File: src/core/breaker_fail_defs.vh
`ifndef BREAKER_FAIL_DEFS_VH
`define BREAKER_FAIL_DEFS_VH

// Timing
`define BF_CLK_MHZ        250
`define BF_TICK_US        1000
`define BF_STEP_MS        21'h00_0005
`define BF_RETRIP_DEF     16'h0014
`define BF_FAIL_DEF       16'h0028

// Pick-up criteria
`define BF_CRIT_CUR       2'h0
`define BF_CRIT_CUR_AND   2'h1
`define BF_CRIT_CUR_OR    2'h2
`define BF_CRIT_INPUT     2'h3

// Status bit positions, also the event source codes
`define BF_EV_START       3'h0
`define BF_EV_RETRIP      3'h1
`define BF_EV_FAIL        3'h2
`define BF_EV_BLOCK       3'h3
`define BF_EV_MONITOR     3'h4
`define BF_EV_SIGNAL      3'h5
`define BF_EV_PHASE       3'h6
`define BF_EV_RESID       3'h7

`define BF_EV_COUNT       8
`define BF_LOG_DEPTH      12
`define BF_LOG_LAST       4'h0b

`endif

File: src/core/breaker_fail_timing.v
`timescale 1ns/10ps
`default_nettype none
`include "breaker_fail_defs.vh"

module breaker_fail_timing #(
    parameter MS_CYCLES = `BF_TICK_US * `BF_CLK_MHZ
) (
    // Clock, reset, enable
    input  wire        clk_sys_in,
    input  wire        srst_in,
    input  wire        ce_in,
    // Pick-up sources and blocking input
    input  wire        phase_pickup_in,
    input  wire        residual_pickup_in,
    input  wire        trip_monitor_in,
    input  wire        ext_trip_in,
    input  wire        block_in,
    // Settings
    input  wire [1:0]  criterion_in,
    input  wire        retrip_en_in,
    input  wire [15:0] redundant_trip_delay_in,
    input  wire [15:0] fail_delay_in,
    input  wire [7:0]  event_on_mask_in,
    input  wire [7:0]  event_off_mask_in,
    input  wire [2:0]  setting_group_in,
    // Process data
    input  wire [15:0] max_phase_current_in,
    input  wire [15:0] residual_current_in,
    // Counter clear and log read
    input  wire        counter_clear_in,
    input  wire [3:0]  log_index_in,
    // Contacts and status
    output reg         retrip_out,
    output reg         breaker_fail_output,
    output reg         start_out,
    output reg         blocked_out,
    // Event stream
    output reg         event_valid_out,
    output reg  [2:0]  event_code_out,
    output reg         event_on_out,
    output reg  [31:0] event_time_out,
    // Cumulative counters
    output reg  [15:0] retrip_count_out,
    output reg  [15:0] fail_count_out,
    output reg  [15:0] start_count_out,
    output reg  [15:0] blocked_count_out,
    // Log read port
    output reg  [31:0] log_time_out,
    output reg  [2:0]  log_event_out,
    output reg  [15:0] log_phase_out,
    output reg  [15:0] log_resid_out,
    output reg  [15:0] log_to_retrip_out,
    output reg  [15:0] log_to_fail_out,
    output reg  [2:0]  log_group_out
);

    // ------------------------------------------------------------
    // Millisecond tick and time stamp
    // ------------------------------------------------------------
    reg  [31:0] tick_cnt_q;
    reg         ms_tick_q;
    reg  [31:0] stamp_q;

    always @(posedge clk_sys_in) begin
        if (srst_in) begin
            tick_cnt_q <= 32'h0000_0000;
            ms_tick_q  <= 1'b0;
            stamp_q    <= 32'h0000_0000;
        end else if (ce_in) begin
            ms_tick_q <= 1'b0;
            if (tick_cnt_q >= MS_CYCLES - 1) begin
                tick_cnt_q <= 32'h0000_0000;
                ms_tick_q  <= 1'b1;
            end else begin
                tick_cnt_q <= tick_cnt_q + 32'h0000_0001;
            end
            if (ms_tick_q) begin
                stamp_q <= stamp_q + 32'h0000_0001;
            end
        end
    end

    // ------------------------------------------------------------
    // Pick-up selection
    // ------------------------------------------------------------
    wire cur_pu = phase_pickup_in | residual_pickup_in;
    reg  pickup;
    reg  run;

    always @* begin
        pickup = 1'b0;
        run    = 1'b0;
        case (criterion_in)
            `BF_CRIT_CUR: begin
                pickup = cur_pu;
                run    = cur_pu;
            end
            `BF_CRIT_CUR_AND: begin
                pickup = cur_pu;
                run    = cur_pu & trip_monitor_in;
            end
            `BF_CRIT_CUR_OR: begin
                pickup = cur_pu | trip_monitor_in;
                run    = pickup;
            end
            default: begin
                pickup = ext_trip_in;
                run    = ext_trip_in;
            end
        endcase
    end

    // Blocked start drops like a released pick-up
    wire start_d   = pickup & ~block_in;
    wire blocked_d = pickup & block_in;
    wire count_en  = start_d & run;

    // ------------------------------------------------------------
    // Delay timers in milliseconds
    // ------------------------------------------------------------
    reg  [20:0] elapsed_ms_q;
    wire [20:0] rt_limit = {5'h00, redundant_trip_delay_in} * `BF_STEP_MS;
    wire [20:0] bf_limit = {5'h00, fail_delay_in} * `BF_STEP_MS;
    wire        rt_use   = retrip_en_in & (criterion_in != `BF_CRIT_INPUT);

    always @(posedge clk_sys_in) begin
        if (srst_in) begin
            elapsed_ms_q        <= 21'h00_0000;
            retrip_out          <= 1'b0;
            breaker_fail_output <= 1'b0;
            start_out           <= 1'b0;
            blocked_out         <= 1'b0;
        end else if (ce_in) begin
            start_out   <= start_d;
            blocked_out <= blocked_d;
            if (!count_en) begin
                elapsed_ms_q <= 21'h00_0000;
            end else if (ms_tick_q && elapsed_ms_q != 21'h1f_ffff) begin
                elapsed_ms_q <= elapsed_ms_q + 21'h00_0001;
            end
            retrip_out <= count_en & rt_use & (elapsed_ms_q >= rt_limit);
            breaker_fail_output <= count_en & (elapsed_ms_q >= bf_limit);
        end
    end

    wire [20:0] rt_left = (elapsed_ms_q >= rt_limit) ? 21'h00_0000 : rt_limit - elapsed_ms_q;
    wire [20:0] bf_left = (elapsed_ms_q >= bf_limit) ? 21'h00_0000 : bf_limit - elapsed_ms_q;

    // ------------------------------------------------------------
    // Event generation
    // ------------------------------------------------------------
    wire [7:0] status = {residual_pickup_in, phase_pickup_in, ext_trip_in, trip_monitor_in,
                         blocked_out, breaker_fail_output, retrip_out, start_out};
    reg  [7:0] seen_q;
    wire [7:0] changed = status ^ seen_q;

    function [2:0] first_set;
        input [7:0] v;
        integer k;
        begin
            first_set = 3'h0;
            for (k = 7; k >= 0; k = k - 1) begin
                if (v[k]) begin
                    first_set = k[2:0];
                end
            end
        end
    endfunction

    wire [2:0] ev_src  = first_set(changed);
    wire       ev_any  = |changed;
    wire       ev_on   = status[ev_src];
    wire       ev_keep = ev_on ? event_on_mask_in[ev_src] : event_off_mask_in[ev_src];

    // One change is reported per cycle; the rest stay pending in seen_q
    always @(posedge clk_sys_in) begin
        if (srst_in) begin
            seen_q          <= 8'h00;
            event_valid_out <= 1'b0;
            event_code_out  <= 3'h0;
            event_on_out    <= 1'b0;
            event_time_out  <= 32'h0000_0000;
        end else if (ce_in) begin
            event_valid_out <= ev_any & ev_keep;
            if (ev_any) begin
                seen_q[ev_src] <= ev_on;
                event_code_out <= ev_src;
                event_on_out   <= ev_on;
                event_time_out <= stamp_q;
            end
        end
    end

    // ------------------------------------------------------------
    // Cumulative counters
    // ------------------------------------------------------------
    wire on_ev = ev_any & ev_on;

    always @(posedge clk_sys_in) begin
        if (srst_in || (ce_in && counter_clear_in)) begin
            retrip_count_out  <= 16'h0000;
            fail_count_out    <= 16'h0000;
            start_count_out   <= 16'h0000;
            blocked_count_out <= 16'h0000;
        end else if (ce_in && on_ev) begin
            if (ev_src == `BF_EV_RETRIP) retrip_count_out <= retrip_count_out + 16'h0001;
            if (ev_src == `BF_EV_FAIL) fail_count_out <= fail_count_out + 16'h0001;
            if (ev_src == `BF_EV_START) start_count_out <= start_count_out + 16'h0001;
            if (ev_src == `BF_EV_BLOCK) blocked_count_out <= blocked_count_out + 16'h0001;
        end
    end

    // ------------------------------------------------------------
    // Operation log
    // ------------------------------------------------------------
    reg [31:0] lg_time_q  [0:`BF_LOG_DEPTH-1];
    reg [2:0]  lg_event_q [0:`BF_LOG_DEPTH-1];
    reg [15:0] lg_phase_q [0:`BF_LOG_DEPTH-1];
    reg [15:0] lg_resid_q [0:`BF_LOG_DEPTH-1];
    reg [15:0] lg_rt_q    [0:`BF_LOG_DEPTH-1];
    reg [15:0] lg_bf_q    [0:`BF_LOG_DEPTH-1];
    reg [2:0]  lg_group_q [0:`BF_LOG_DEPTH-1];
    reg [3:0]  wr_ptr_q;

    function [15:0] sat16;
        input [20:0] v;
        begin
            sat16 = (v[20:16] != 5'h00) ? 16'hffff : v[15:0];
        end
    endfunction

    genvar g;
    generate
        for (g = 0; g < `BF_LOG_DEPTH; g = g + 1) begin : log_entry
            always @(posedge clk_sys_in) begin
                if (srst_in) begin
                    lg_time_q[g]  <= 32'h0000_0000;
                    lg_event_q[g] <= 3'h0;
                    lg_phase_q[g] <= 16'h0000;
                    lg_resid_q[g] <= 16'h0000;
                    lg_rt_q[g]    <= 16'h0000;
                    lg_bf_q[g]    <= 16'h0000;
                    lg_group_q[g] <= 3'h0;
                end else if (ce_in && on_ev && wr_ptr_q == g) begin
                    lg_time_q[g]  <= stamp_q;
                    lg_event_q[g] <= ev_src;
                    lg_phase_q[g] <= max_phase_current_in;
                    lg_resid_q[g] <= residual_current_in;
                    lg_rt_q[g]    <= sat16(rt_left);
                    lg_bf_q[g]    <= sat16(bf_left);
                    lg_group_q[g] <= setting_group_in;
                end
            end
        end
    endgenerate

    wire [3:0] rd_idx = (log_index_in > `BF_LOG_LAST) ? `BF_LOG_LAST : log_index_in;

    always @(posedge clk_sys_in) begin
        if (srst_in) begin
            wr_ptr_q          <= 4'h0;
            log_time_out      <= 32'h0000_0000;
            log_event_out     <= 3'h0;
            log_phase_out     <= 16'h0000;
            log_resid_out     <= 16'h0000;
            log_to_retrip_out <= 16'h0000;
            log_to_fail_out   <= 16'h0000;
            log_group_out     <= 3'h0;
        end else if (ce_in) begin
            if (on_ev) begin
                wr_ptr_q <= (wr_ptr_q == `BF_LOG_LAST) ? 4'h0 : wr_ptr_q + 4'h1;
            end
            log_time_out      <= lg_time_q[rd_idx];
            log_event_out     <= lg_event_q[rd_idx];
            log_phase_out     <= lg_phase_q[rd_idx];
            log_resid_out     <= lg_resid_q[rd_idx];
            log_to_retrip_out <= lg_rt_q[rd_idx];
            log_to_fail_out   <= lg_bf_q[rd_idx];
            log_group_out     <= lg_group_q[rd_idx];
        end
    end

endmodule

`default_nettype wire

File: config.mk
export PLATFORM = sky130hd
export DESIGN_NAME = breaker_fail_timing
export DESIGN_NICKNAME = d
export VERILOG_FILES = /design/src/core/breaker_fail_timing.v
export VERILOG_INCLUDE_DIRS = /design/src /design/src/core
export SDC_FILE = /design/constraint.sdc
export NUM_CORES = 2
export LEC_CHECK = 0
export ABC_AREA = 0
export BUFFER_PORTS_ARGS = -buffer_cell sky130_fd_sc_hd__buf_2
export CAP_MARGIN = 20
export CORE_MARGIN = 1
export CORE_UTILIZATION = 55
export DETAILED_ROUTE_END_ITERATION = 8
export PLACE_DENSITY = 0.72
export SLEW_MARGIN = 0
export SYNTH_ARGS = -nofsm -noshare
export SYNTH_HDL_FRONTEND = slang
export SYNTH_SLANG_ARGS = --single-unit
File: constraint.sdc
create_clock -name clk_sys_in -period 6.4 [get_ports clk_sys_in]
set_clock_uncertainty 0.2 [all_clocks]
set_input_delay 0.64 -clock clk_sys_in [delete_from_list [all_inputs] [get_ports clk_sys_in]]
set_output_delay 0.64 -clock clk_sys_in [all_outputs]
set_load 0.05 [all_outputs]
==> flow_metrics.py <==
metrics = {
    "synth": {
        "yosys_warnings": 0,
        "ys_async_sr_fraction_pct": 0,
        "synth_edf_count": 1224,
        "synth_seq_cells": 1529,
        "syn_nets": 6620,
        "netlist_area_mm2": 0.0704,
        "avgSynthCellArea_um2": 11.0,
        "synth_ff_type": "edfxtp_1",
        "synth_cell_types": 86,
        "netlist_instances": 6412,
        "ys_seq_area_share_pct": 60.9,
    },
    "global_routing": {
        "grt.overflow.total": 0,
        "grt_pass1_wl_mm": 318,
        "antenna_found_initial": 17,
        "grt_pass1_vias": 51200,
        "grt_max_degree": 156,
        "grt_use_total_pct": 32.6,
    },
    "power": {
        "p_leak_uw": 0.0295,
        "p_per_area_mw_per_mm2": 300,
        "netSwitchingFraction_pct": 27.1,
        "cellInternalPower_uw": 17200,
        "vdd_drop_max_mv": 0.273,
        "p_sw_uw": 6390,
        "power_frac_clock_pct": 38.2,
        "seq_power_share_pct": 48.1,
        "combPwrFrac_pct": 13.7,
    },
    "die": {
        "ios": 306,
        "die_w_um": 360,
        "die-area_mm2": 0.129,
        "rows": 130,
        "coreArea_mm2": 0.126,
        "die_h_um": 360,
        "initial_core_util_pct": 55.7,
    },
    "route": {
        "ant_nets": 0,
        "dr_total_vias": 52300,
        "drt-wirelength-per-cell_um": 25.7,
        "routed_wl_mm": 213,
        "routed_via_density": 6.30,
        "firstDrtPassIters": 6,
        "first_iter_violations": 6243,
        "drcViolationCount": 0,
    },
    "worst_hold_path": {
        "hold_class": "input port to flop",
    },
    "critical_path": {
        "crit_path_start_kind": "input port",
        "crit_arrival_ps": 5900,
        "cp_common_cell": "a21o_1",
        "crit_path_end_kind": "flop",
        "max_stage_delay_ps": 570,
        "path_max_fanout": 13,
        "crit_chain": "buf_2, ha_1, ha_1, a21o_1, a21oi_1, o21a_1, o21ai_0, a211o_1, a21o_1, a21oi_1, xnor2_1, ha_1, a21o_1, a21o_1, a21oi_1, nor2_1, a2111oi_0, nand4_1, buf_4, nor3_1, buf_4, nor2_1",
        "cp_top_family": "compound AO/OA/AOI/OAI gates",
        "cp_slowest_cell": "nor3_1",
        "crit_buf_inv": 3,
        "crit_required_ps": 6720,
        "crit_type": "input port to flop",
    },
    "clock_tree": {
        "cts_made_buffers": 160,
        "clkSlewWorstSetupHoldPaths_ps": 60,
        "cts_buffer_depth": 3,
        "root_buffer": "clkbuf_16",
        "htree_levels": 4,
        "clock_latency_ps": 800,
        "clock_sinks": 1529,
        "tritoncts": "yes",
        "ctsResizeCount": 0,
    },
    "timing": {
        "hold_viol": 0,
        "tns_ps": 0,
        "fin_crit_ps": 5580,
        "worstMarginPinSlew_ps": 1200,
        "fin_hold_ws_ps": 50.6,
        "rsz0062_at_grt": "no",
        "min_period_over_period_pct": 87.2,
        "slew_headroom_pct": 19.6,
        "final-max-slew-violation-count": 0,
        "max_clock_freq_ghz": 0.179,
        "setup_violations": 0,
    },
    "place": {
        "dp_hpwl_mm": 118,
        "numPortBuffers": 305,
        "gp_congestion": 0.868,
    },
    "layout": {
        "drive_gt1_share_pct": 13.0,
        "area_delta_synth_final_pct": 12.0,
        "utilization_pct": 62.4,
        "final_net_count": 6711,
    },
    "status": {
        "status": "completed",
    },
    "job": {
        "cap_violations": 0,
    },
}
## cell families (layout without fill, tap and decap cells)
logic type / count (synthesis) / count (layout) / share of synthesized area (%)
XOR/XNOR: 154 / 154 / 1.94
multiplexers: 113 / 113 / 1.79
AO/OA/AOI/OAI: 1128 / 1128 / 10.8
adder cells (fa/ha/maj): 109 / 109 / 1.98
buffers and inverters: 591 / 819 / 3.44
flip-flops: 1529 / 1529 / 60.9
other: 0 / 14 / 0
AND/OR/NAND/NOR: 2788 / 2788 / 19.2
## registers in the layout, indices dropped and copies added (netlist names), 21 cells and up
name,flops
lg_resid_q,192
lg_time_q,384
stamp_q,32
event_time_out,32
lg_bf_q,192
elapsed_ms_q,21
lg_event_q,36
lg_group_q,36
lg_phase_q,192
log_time_out,32
tick_cnt_q,32
lg_rt_q,192
## synthesized netlist by cell type (all sizes together) (5+ instances only)
cell type	n	area (um2)
nand3b	6	45.0
buf	156	785
nand2	884	3340
nor2	695	2610
dfxtp	305	6110
or2	6	37.5
a211oi	114	856
o21a	12	90.1
inv	58	218
nand3	65	325
a31oi	318	1990
o311ai	10	87.6
nor4b	6	58.8
or4	8	63.8
nor3	156	786
xnor2	96	856
clkbuf	376	1410
o41ai	14	130
o31ai	6	50.1
o221ai	205	1800
nor3b	5	37.5
mux2i	10	100
mux2	103	1160
and2	761	4760
o211ai	9	72.6
ha	105	1310
nor4	46	434
a21oi	203	1020
xor2	58	508
nand4	43	269
o21bai	8	60.1
a2111oi	5	50.0
nor2b	18	113
nand2b	17	106
edfxtp	1224	36800
a21o	28	210
and3	33	206
or3	23	144
a21boi	7	52.6
and4	12	105
o21ai	153	769
## power by group through the flow
stage | Sequential [uW] | Clock [uW] | Combinational [uW]
finish | 11400 | 9020 | 3230
global route | 11400 | 9450 | 3430
CTS | 11400 | 9070 | 3180
detailed placement | 11600 | 0 | 3170
global placement | 11600 | 0 | 3140
floorplan | 11800 | 0 | 1860
## layer usage
layer  wire length [um]  global-route usage (%)  up-vias
met5                 47                       0        -
li1                   -                       -    23300
met3              22100                    6.94      510
met4               8000                    12.9        6
met1              81900                    42.3    25500
met2             101000                    53.4     3020
## area by class of cell
type	count	area, um2
Antenna cell	14	35.0
Clock buffer	247	4640
Clock inverter	52	418
Fill cell	9842	47400
Inverter	59	221
Multi-Input combinational cell	4292	25400
Sequential cell	1529	42900
Tap cell	1650	2060
Timing Repair Buffer	461	3150
## path summary, 6_finish.rpt
| kind | startpoint | endpoint | slack, ps | cells past startpoint |
|---|---|---|---|---|
| worst min-delay path | counter_clear_in | blocked_count_out[12] | 50 | 4 |
| worst max-delay path | fail_delay_in[2] | lg_bf_q[2][12] | 820 | 22 |
| worst max register to register | breaker_fail_output | lg_bf_q[5][15] | 1720 | 10 |
| worst min register to register | event_time_out[23] | event_time_out[23] | 250 | 2 |
## metrics by stage
| step | cell area [um2] | power [uW] | worst slack [ps] | std cells |
|---|---|---|---|---|
| 2_1_floorplan | 70400 | 13600 | 761 | 6412 |
| 3_3_place_gp | 73700 | 14700 | 322 | 7987 |
| 3_5_place_dp | 73700 | 14700 | 198 | 7988 |
| 4_1_cts | 78700 | 23600 | 1010 | 8288 |
| 5_1_grt | 78800 | 24300 | 462 | 8297 |
| 6_report | 78800 | 23600 | 822 | 8304 |
## repair_timing
item                      4_1_cts  5_1_grt
hold buffers                    1        0
hold endpoints to repair        2        0
setup buffers                   0        0
## cells in the final DEF (no fill, tap or decap), drive strengths merged, types with 203 or more instances in the layout
cell type	synthesis	final
edfxtp	1224	1224
nand2	884	884
and2	761	761
nor2	695	695
buf	156	458
a31oi	318	318
dfxtp	305	305
clkbuf	376	249
o221ai	205	205
a21oi	203	203
## tightest hold or removal path, delay by kind of cell
kind,cells,cell delay [ps]
and+or+nand+nor,1,80
AOI/OAI and AO/OA,2,160
buffers and inverters,1,120
(Power assumes the default switching activity.)
